File: config.mk
export PLATFORM = sky130hd
export DESIGN_NAME = lfs_supervisor
export DESIGN_NICKNAME = d
export VERILOG_FILES = /design/src/design/lfs_pkg.sv /design/src/design/lfs_supervisor.sv
export SDC_FILE = /design/constraint.sdc
export NUM_CORES = 1
export LEC_CHECK = 0
export BUFFER_PORTS_ARGS = -buffer_cell sky130_fd_sc_hd__buf_2
export CAP_MARGIN = 40
export CORE_UTILIZATION = 60
export DETAILED_ROUTE_END_ITERATION = 8
export GPL_ROUTABILITY_DRIVEN = 0
export PLACE_DENSITY = 0.87
export SKIP_CTS_REPAIR_TIMING = 1
export SYNTH_ARGS = -nofsm -noshare
export SYNTH_HDL_FRONTEND = slang
export SYNTH_SLANG_ARGS = --single-unit
File: constraint.sdc
create_clock -name sys_clk -period 3.91 [get_ports sys_clk]
set_input_delay 0.782 -clock sys_clk [delete_from_list [all_inputs] [get_ports sys_clk]]
set_output_delay 0.782 -clock sys_clk [all_outputs]
set_load 0.05 [all_outputs]
File: src/design/lfs_pkg.sv
package lfs_pkg;
    // system clock rate
    localparam int unsigned SYS_CLK_HZ        = 250_000_000;
    // triangle dither pattern repetition rate (12.5 kHz), held in millihertz
    localparam int unsigned DITHER_RATE_MHZ   = 12_500_000;  // in millihertz
    // enable-low period that clears latched faults, in clock cycles
    localparam int unsigned SHUTDOWN_CYCLES   = 32_750;
    // dither band, percent each side of the programmed rate
    localparam int unsigned DITHER_BAND_PCT   = 5;
    // nominal switching period in system clocks and dither depth derived from it
    localparam int unsigned NOM_PERIOD        = 200;
    localparam int unsigned DITHER_SPAN       = NOM_PERIOD * DITHER_BAND_PCT / 100;
    // one triangle covers 4*span steps (up span, down span on each side of zero)
    localparam int unsigned DITHER_STEPS      = 4 * DITHER_SPAN;
    // system clocks between dither steps
    localparam int unsigned DITHER_STEP_CYC   =
        (SYS_CLK_HZ / (DITHER_RATE_MHZ / 1000)) / DITHER_STEPS;
    // maximum on-time share of the nominal switching period, the maximum duty
    localparam int unsigned MAX_DUTY_PCT      = 80;
    localparam int unsigned CNT_W             = 16;
    localparam int unsigned NUM_SINKS         = 4;
    // phase of the dither counter
    typedef enum logic {LFS_UP, LFS_DOWN} lfs_dir_type;
    // supervisor operating states
    typedef enum logic [1:0] {LFS_OFF, LFS_STARTUP, LFS_RUN, LFS_LATCHED} lfs_state_type;
endpackage : lfs_pkg

File: src/design/lfs_supervisor.sv
`timescale 1ns/100ps
module lfs_supervisor (
    input  wire logic                          sys_clk,
    input  wire logic                          sys_rst,
    input  wire logic                          dim_enable,
    input  wire logic                          uvlo_active,
    input  wire logic                          primary_switch_current_limit,
    input  wire logic                          secondary_switch_current_limit,
    input  wire logic                          input_sense_trip_level,
    input  wire logic                          switch_overvoltage_level,
    input  wire logic                          output_overvoltage_threshold,
    input  wire logic                          current_set_pin_fault,
    input  wire logic                          frequency_set_pin_fault,
    input  wire logic [lfs_pkg::NUM_SINKS-1:0] led_sink_pin_short,
    input  wire logic [lfs_pkg::NUM_SINKS-1:0] led_sink_pin_open,
    input  wire logic [lfs_pkg::NUM_SINKS-1:0] led_sink_in_reg,
    input  wire logic                          soft_start_done,
    output logic                               boost_gate,
    output logic                               disconnect_on,
    output logic [lfs_pkg::NUM_SINKS-1:0]      led_sink_enable,
    output logic                               fault_flag_n,
    output logic                               soft_start_run,
    output logic                               raise_vout,
    output logic                               low_power
);
    // overview: one clock, three groups of state. the dither counter walks the
    // period between its band edges; the fault group sorts detector inputs into
    // latched and auto-restart sets and sequences off, startup, run and latched;
    // the output group builds every pin but low_power from those and registers it.
    // limitation: the analog detectors are taken as already filtered and
    // synchronous, so a glitch on one of them is acted on at once
    // dither span and nominal period, as divider counts
    localparam logic [lfs_pkg::CNT_W-1:0] SPAN   = lfs_pkg::CNT_W'(lfs_pkg::DITHER_SPAN);
    localparam logic [lfs_pkg::CNT_W-1:0] NOM    = lfs_pkg::CNT_W'(lfs_pkg::NOM_PERIOD);

    // system clocks per dither step, less one for the terminal compare
    localparam logic [lfs_pkg::CNT_W-1:0] STEPC  = lfs_pkg::CNT_W'(lfs_pkg::DITHER_STEP_CYC - 1);

    // enable-low count at which the shutdown clear fires
    localparam logic [lfs_pkg::CNT_W-1:0] SHUTC  = lfs_pkg::CNT_W'(lfs_pkg::SHUTDOWN_CYCLES - 1);

    // on-time ceiling; keeps a minimum off-time so the switch always recovers
    localparam logic [lfs_pkg::CNT_W-1:0] ONMAX  =
        lfs_pkg::CNT_W'(lfs_pkg::NOM_PERIOD * lfs_pkg::MAX_DUTY_PCT / 100);

    // any condition that latches the device off
    function automatic logic latch_cause(input logic oc2, input logic vs, input logic swov);
        latch_cause = oc2 | vs | swov;
    endfunction : latch_cause

    // sequencing, dither and fault state
    lfs_pkg::lfs_state_type            state_q, state_d;
    lfs_pkg::lfs_dir_type              dir_q, dir_d;
    logic [lfs_pkg::CNT_W-1:0]         offs_q, offs_d;      // 0..2*span, centre at span
    logic [lfs_pkg::CNT_W-1:0]         step_q, step_d;
    logic [lfs_pkg::CNT_W-1:0]         per_q, per_d;        // position in switching period
    logic [lfs_pkg::CNT_W-1:0]         low_q, low_d;        // enable-low counter
    logic                              trunc_q, trunc_d;
    logic [2:0]                        latched_q, latched_d;
    logic [1:0]                        auto_q, auto_d;
    logic [lfs_pkg::NUM_SINKS-1:0]     drop_q, drop_d;
    logic                              ovp_seen_q, ovp_seen_d;

    // registered outputs, one flop each so no pin ever sees a decode glitch
    logic                              boost_q, boost_d;
    logic                              disc_q, disc_d;
    logic [lfs_pkg::NUM_SINKS-1:0]     sink_q, sink_d;
    logic                              flag_n_q, flag_n_d;
    logic                              ss_q, ss_d;
    logic                              raise_q, raise_d;
    logic                              lp_q, lp_d;

    // combinational helpers
    logic [lfs_pkg::CNT_W-1:0]         period_len;
    logic                              any_latch;

    // dithered period: offsets the nominal divider by -span..+span
    assign period_len = NOM - SPAN + offs_q;
    assign any_latch  = latch_cause(secondary_switch_current_limit,
                                    input_sense_trip_level, switch_overvoltage_level);

    // triangle dither counter, stepped so one sweep lasts one 12.5 kHz period
    // the offset starts at the centre, climbs to 2*span, falls to zero and
    // climbs back, so the period walks the whole band in single-count steps;
    // one count per step keeps the energy spread evenly, with no jumps
    always_comb begin
        dir_d  = dir_q;
        offs_d = offs_q;
        step_d = step_q + 16'h0001;
        if (step_q == STEPC) begin
            step_d = '0;
            if (dir_q == lfs_pkg::LFS_UP) begin
                offs_d = offs_q + 16'h0001;
                if (offs_q + 16'h0001 == 2 * SPAN)
                    dir_d = lfs_pkg::LFS_DOWN;
            end else begin
                offs_d = offs_q - 16'h0001;
                if (offs_q == 16'h0001)
                    dir_d = lfs_pkg::LFS_UP;
            end
        end
    end

    // dither registers; reset starts the sweep at the programmed frequency
    always_ff @(posedge sys_clk) begin
        if (sys_rst) begin
            dir_q  <= lfs_pkg::LFS_UP;
            offs_q <= SPAN;
            step_q <= '0;
        end else begin
            dir_q  <= dir_d;
            offs_q <= offs_d;
            step_q <= step_d;
        end
    end

    // fault bookkeeping and state sequencing; latched and auto faults apart
    // the latched set only grows here except at the two clearing events,
    // shutdown and undervoltage, and even there a trip that is still present
    // is taken again, so a clear can never hide a live fault
    always_comb begin
        state_d    = state_q;
        low_d      = low_q;
        latched_d  = latched_q;
        auto_d     = {current_set_pin_fault, frequency_set_pin_fault};
        drop_d     = drop_q;
        ovp_seen_d = ovp_seen_q;
        lp_d       = 1'b0;

        // enable-low counter saturates one past the shutdown count
        // stopping one past the count keeps the clear from repeating in shutdown
        if (dim_enable)
            low_d = '0;
        else if (low_q != SHUTC + 16'h0001)
            low_d = low_q + 16'h0001;

        // secondary limit, input trip, switch overvoltage always watched
        // these three are live in every state, startup included
        if (secondary_switch_current_limit) latched_d[0] = 1'b1;
        if (input_sense_trip_level)         latched_d[1] = 1'b1;
        if (switch_overvoltage_level)       latched_d[2] = 1'b1;

        // open sinks: only judged in run, drop those out of regulation at ovp
        // masked in startup, where the output has not yet reached its level
        if (state_q == lfs_pkg::LFS_RUN && |(led_sink_pin_open & ~drop_q)) begin
            if (output_overvoltage_threshold) begin
                drop_d     = drop_q | ~led_sink_in_reg;
                ovp_seen_d = 1'b1;
            end
        end else if (!output_overvoltage_threshold) begin
            ovp_seen_d = 1'b0;
        end

        // sequencing: off waits for enable, startup for a clean soft-start
        unique case (state_q)
            lfs_pkg::LFS_OFF: begin
                lp_d = 1'b1;
                if (dim_enable) state_d = lfs_pkg::LFS_STARTUP;
            end
            lfs_pkg::LFS_STARTUP: begin
                if (soft_start_done && !(|led_sink_pin_short))
                    state_d = lfs_pkg::LFS_RUN;
            end
            lfs_pkg::LFS_RUN: ;
            lfs_pkg::LFS_LATCHED: ;
        endcase

        // any latched trip overrides the sequence until a clear; a frequency-set fault in run defers it one cycle
        if (any_latch || latched_q != 3'h0)
            state_d = lfs_pkg::LFS_LATCHED;

        // frequency-set fault forces a fresh soft-start
        if (frequency_set_pin_fault && state_q == lfs_pkg::LFS_RUN)
            state_d = lfs_pkg::LFS_STARTUP;

        // long enable low: shutdown clears latched faults (a new trip still sets)
        if (low_q == SHUTC) begin
            latched_d = {switch_overvoltage_level, input_sense_trip_level,
                         secondary_switch_current_limit};
            drop_d    = '0;
            state_d   = any_latch ? lfs_pkg::LFS_LATCHED : lfs_pkg::LFS_OFF;
        end

        // undervoltage lockout resets every latched fault; a trip still present
        // is taken again, like the shutdown clear
        if (uvlo_active) begin
            latched_d = {switch_overvoltage_level, input_sense_trip_level,
                         secondary_switch_current_limit};
            drop_d    = '0;
            state_d   = lfs_pkg::LFS_OFF;
            lp_d      = 1'b0;
        end
    end

    // fault and sequence registers
    always_ff @(posedge sys_clk) begin
        if (sys_rst) begin
            state_q    <= lfs_pkg::LFS_OFF;
            low_q      <= '0;
            latched_q  <= '0;
            auto_q     <= '0;
            drop_q     <= '0;
            ovp_seen_q <= 1'b0;
            lp_q       <= 1'b0;
        end else begin
            state_q    <= state_d;
            low_q      <= low_d;
            latched_q  <= latched_d;
            auto_q     <= auto_d;
            drop_q     <= drop_d;
            ovp_seen_q <= ovp_seen_d;
            lp_q       <= lp_d;
        end
    end

    // switching period, on-time truncation and output gating
    // every output but low_power is decided here from the present state and live detectors,
    // then registered, so a detector edge reaches the pins one clock later
    always_comb begin
        logic run_ok;
        logic kill;
        run_ok   = 1'b0;
        kill     = 1'b0;
        per_d    = (per_q >= period_len - 16'h0001) ? '0 : per_q + 16'h0001;
        trunc_d  = trunc_q;
        // the wrap ends a truncation, so the next cycle always starts normally
        // and a stuck limit is still held off by the direct term in boost_d
        if (per_d == '0)
            trunc_d = 1'b0;
        else if (primary_switch_current_limit)
            trunc_d = 1'b1;
        // anything that must leave the whole stage dark
        kill     = any_latch || latched_q != 3'h0 || uvlo_active
                   || state_q == lfs_pkg::LFS_LATCHED || state_q == lfs_pkg::LFS_OFF;
        run_ok   = state_q == lfs_pkg::LFS_RUN && !kill;
        // startup sink short holds soft-start but leaves disconnect on
        ss_d     = state_q == lfs_pkg::LFS_STARTUP && !kill
                   && !(|led_sink_pin_short) && !frequency_set_pin_fault;
        disc_d   = !kill && !frequency_set_pin_fault;
        sink_d   = (run_ok && !current_set_pin_fault && !frequency_set_pin_fault)
                   ? ~drop_q : '0;
        // boost stops on output overvoltage, resumes once it falls
        boost_d  = (run_ok || ss_d) && !current_set_pin_fault
                   && !frequency_set_pin_fault && !output_overvoltage_threshold
                   && !primary_switch_current_limit && !trunc_d
                   && per_d < ONMAX;
        // open-pin search: ask for a higher output until the overvoltage answers
        raise_d  = run_ok && |(led_sink_pin_open & ~drop_q) && !ovp_seen_q;
        // flag low only for faults documented as flagging
        flag_n_d = !(latched_d != 3'h0 || frequency_set_pin_fault);
    end

    // output registers; reset leaves the stage dark with the flag released
    always_ff @(posedge sys_clk) begin
        if (sys_rst) begin
            per_q    <= '0;
            trunc_q  <= 1'b0;
            boost_q  <= 1'b0;
            disc_q   <= 1'b0;
            sink_q   <= '0;
            flag_n_q <= 1'b1;
            ss_q     <= 1'b0;
            raise_q  <= 1'b0;
        end else begin
            per_q    <= per_d;
            trunc_q  <= trunc_d;
            boost_q  <= boost_d;
            disc_q   <= disc_d;
            sink_q   <= sink_d;
            flag_n_q <= flag_n_d;
            ss_q     <= ss_d;
            raise_q  <= raise_d;
        end
    end

    // pins come straight from their flops
    assign boost_gate      = boost_q;
    assign disconnect_on   = disc_q;
    assign led_sink_enable = sink_q;
    assign fault_flag_n    = flag_n_q;
    assign soft_start_run  = ss_q;
    assign raise_vout      = raise_q;
    assign low_power       = lp_q;
endmodule : lfs_supervisor

==> results_dict.tcl <==
set metrics [dict create \
    die_h_um 93.9 \
    die_w_um 93.9 \
    slowest_stage "or4_4" \
    grt_pass1_vias 4204 \
    final_cell_mix "106 x nor2_1, 86 x dfxtp_1, 45 x nand2_1" \
    hold_viol 0 \
    grt_pass1_wl_um 18200 \
    period_needed_ps 3460 \
    cts_max_path_buffers 2 \
    syn_inst 631 \
    reg2reg_slack_ps 450 \
    ir_worst_vdd_mv 0.224 \
    hpwl_um 7720 \
    startpoint "offs_q[4]" \
    grtUsageTotal 0.255 \
    coreArea_sq_um 8220 \
    cts_tree "done" \
    drc_errors 0 \
    grt_max_degree 29 \
    synth-async-reset-ratio 0 \
    portBuffers 33 \
    synth-warning-count 0 \
    finish.utilization 0.658 \
    final_max_slew_viol_count 0 \
    tns_ps 0 \
    vias 4445 \
    rr_worst_depth 13 \
    clock_latency_ps 360 \
    yosysSeqAreaShare 0.339 \
    num_rows 33 \
    rr_startpoint "offs_q[4]" \
    ys.flop_type "dfxtp_1" \
    routed_wl_um 10600 \
    cts_buffers 9 \
    hp-class "flop to flop" \
    ios 34 \
    fin_crit_sh 0.886 \
    dieArea_sq_um 8830 \
    antenna_cells 0 \
    crit_end "per_q[12]" \
    worstSetupStartpointType "flop" \
    worstSetupEndpointType "flop" \
    synth-seq-cells 86 \
    fmaxAchievable_ghz 0.289 \
    worst_pin_slew_ps 648 \
    drive_gt1_frac 0.115 \
    skew_ps 11.5 \
    cts_root_buf "clkbuf_8" \
    rsz0062_at_grt "no" \
    final_common_cell "nor2_1" \
    required_ps 4170 \
    synth_area_per_cell_sq_um 8.04 \
    ant_nets 0 \
    synth_area_sq_um 5070 \
    htreeDepth 3 \
    leakage_uw 0.00201 \
    via_per_inst 5.92 \
    synthDistinctLibCells 66 \
    max_slew_margin 0.565 \
    clock-sinks 86 \
    drtIter0Drc 339 \
    status "complete, no violations" \
    nets 691 \
    wl_per_cell_um 14.1 \
    hp-start "drop_q[1]" \
    crit_arrival_ps 3720 \
    r2r-end "per_q[12]" \
    gr-total-overflow 0 \
    critPathKind "flop to flop" \
    max-cap-violations 0 \
    place_ws_ps 463 \
    syn_to_final_growth_pct 6.51 \
    synth_edf_count 0 \
    initial_core_util 0.617 \
    hold_slack_ps 421 \
    max_stage_delay_ps 590 \
    post-route-worst-setup-slack_ps 447 \
    crit_fanout 13 \
    syn_nets 681 \
    drtPass1Iterations 4 \
    power_density_nw_per_um2 291 \
    antenna_found_initial 0 \
    cp_cell_sequence "or4_4 -> o21ai_0 -> nand2b_1 -> nand2_1 -> xor2_1 -> ha_1 -> and4_1 -> o31ai_1 -> or4_1 -> a21o_1 -> nand3b_1 -> buf_4 -> nor2_1" \
    setup-violations-final 0 \
    path_clk_slew_ps 90 \
]
Yosys cell counts (9+ instances only):
library cell | instances | area, sq um
a21oi_1 | 24 | 120
and3_1 | 15 | 93.8
buf_2 | 10 | 50.1
clkbuf_1 | 20 | 75.1
dfxtp_1 | 86 | 1720
ha_1 | 26 | 325
inv_1 | 21 | 78.8
nand2_1 | 45 | 169
nand3_1 | 26 | 130
nand4_1 | 18 | 113
nor2_1 | 106 | 398
nor3_1 | 20 | 100
nor4_1 | 9 | 56.3
o21ai_0 | 23 | 115
xnor2_1 | 38 | 333
xor2_1 | 38 | 333
metrics by stage:
stage | cells | power (uW) | instance area [sq um]
after floorplan | 631 | 977 | 5070
after global placement | 735 | 1000 | 5220
after detailed placement | 735 | 1010 | 5220
after CTS | 751 | 1580 | 5400
after global routing | 751 | 1630 | 5400
final | 751 | 1570 | 5400
flip-flops by register name (all words and copies together) (netlist names):
name / flops
dir_q: 1
state_q: 2
drop_q: 4
raise_vout: 1
low_q: 16
led_sink_enable: 4
disconnect_on: 1
trunc_q: 1
per_q: 16
boost_gate: 1
fault_flag_n: 1
offs_q: 16
soft_start_run: 1
low_power: 1
ovp_seen_q: 1
step_q: 16
latched_q: 3
worst max-delay path: cells and delay by family (launching register included):
family,cells,cell delay (ps)
and+or+nand+nor,7,1720
adders and majority gates,1,320
buffers and inverters,1,220
xor gates and xnor gates,1,70
DFF,1,450
AOI/OAI and AO/OA,3,570
cell families after synthesis:
kind of cell | count (synthesis) | synth area share
compound gates | 82 | 0.103
xor+xnor | 76 | 0.131
fa+ha+maj | 26 | 0.0641
buf+inv | 58 | 0.0491
flops | 86 | 0.339
mux | 6 | 0.0123
simple gates | 297 | 0.300
worst min-delay path by stage:
stage                     cells past startpoint  slack, ps                  to
final                                         1        420  led_sink_enable[1]
after global routing                          1        450  led_sink_enable[1]
after CTS                                     1        420  led_sink_enable[1]
after detailed placement                      1        410  led_sink_enable[1]
after global placement                        1        400  led_sink_enable[1]
after floorplan                               1        390  led_sink_enable[1]
routing by layer:
metal | share of wire | vias up | GRT usage
li1 | - | 2201 | -
met2 | 0.48 | 137 | 0.442
met4 | 0.023 | 0 | 0.0949
met3 | 0.051 | 30 | 0.0469
met1 | 0.45 | 2077 | 0.313
met5 | 0 | - | 0
layout make-up:
type	count	area, sq um
Multi-Input combinational cell	487	3100
Fill cell	671	2810
Sequential cell	86	1720
Timing Repair Buffer	36	188
Tap cell	105	131
Clock buffer	10	128
Inverter	21	78.8
Clock inverter	6	53.8
power breakdown:
group / switching, uW / total (uW) / internal [uW]
registers: 12.8 / 901 / 888
logic: 50.3 / 84.9 / 34.6
clock network: 343 / 586 / 242
total: 406 / 1570 / 1160
Power figures use the tool's default switching activity.
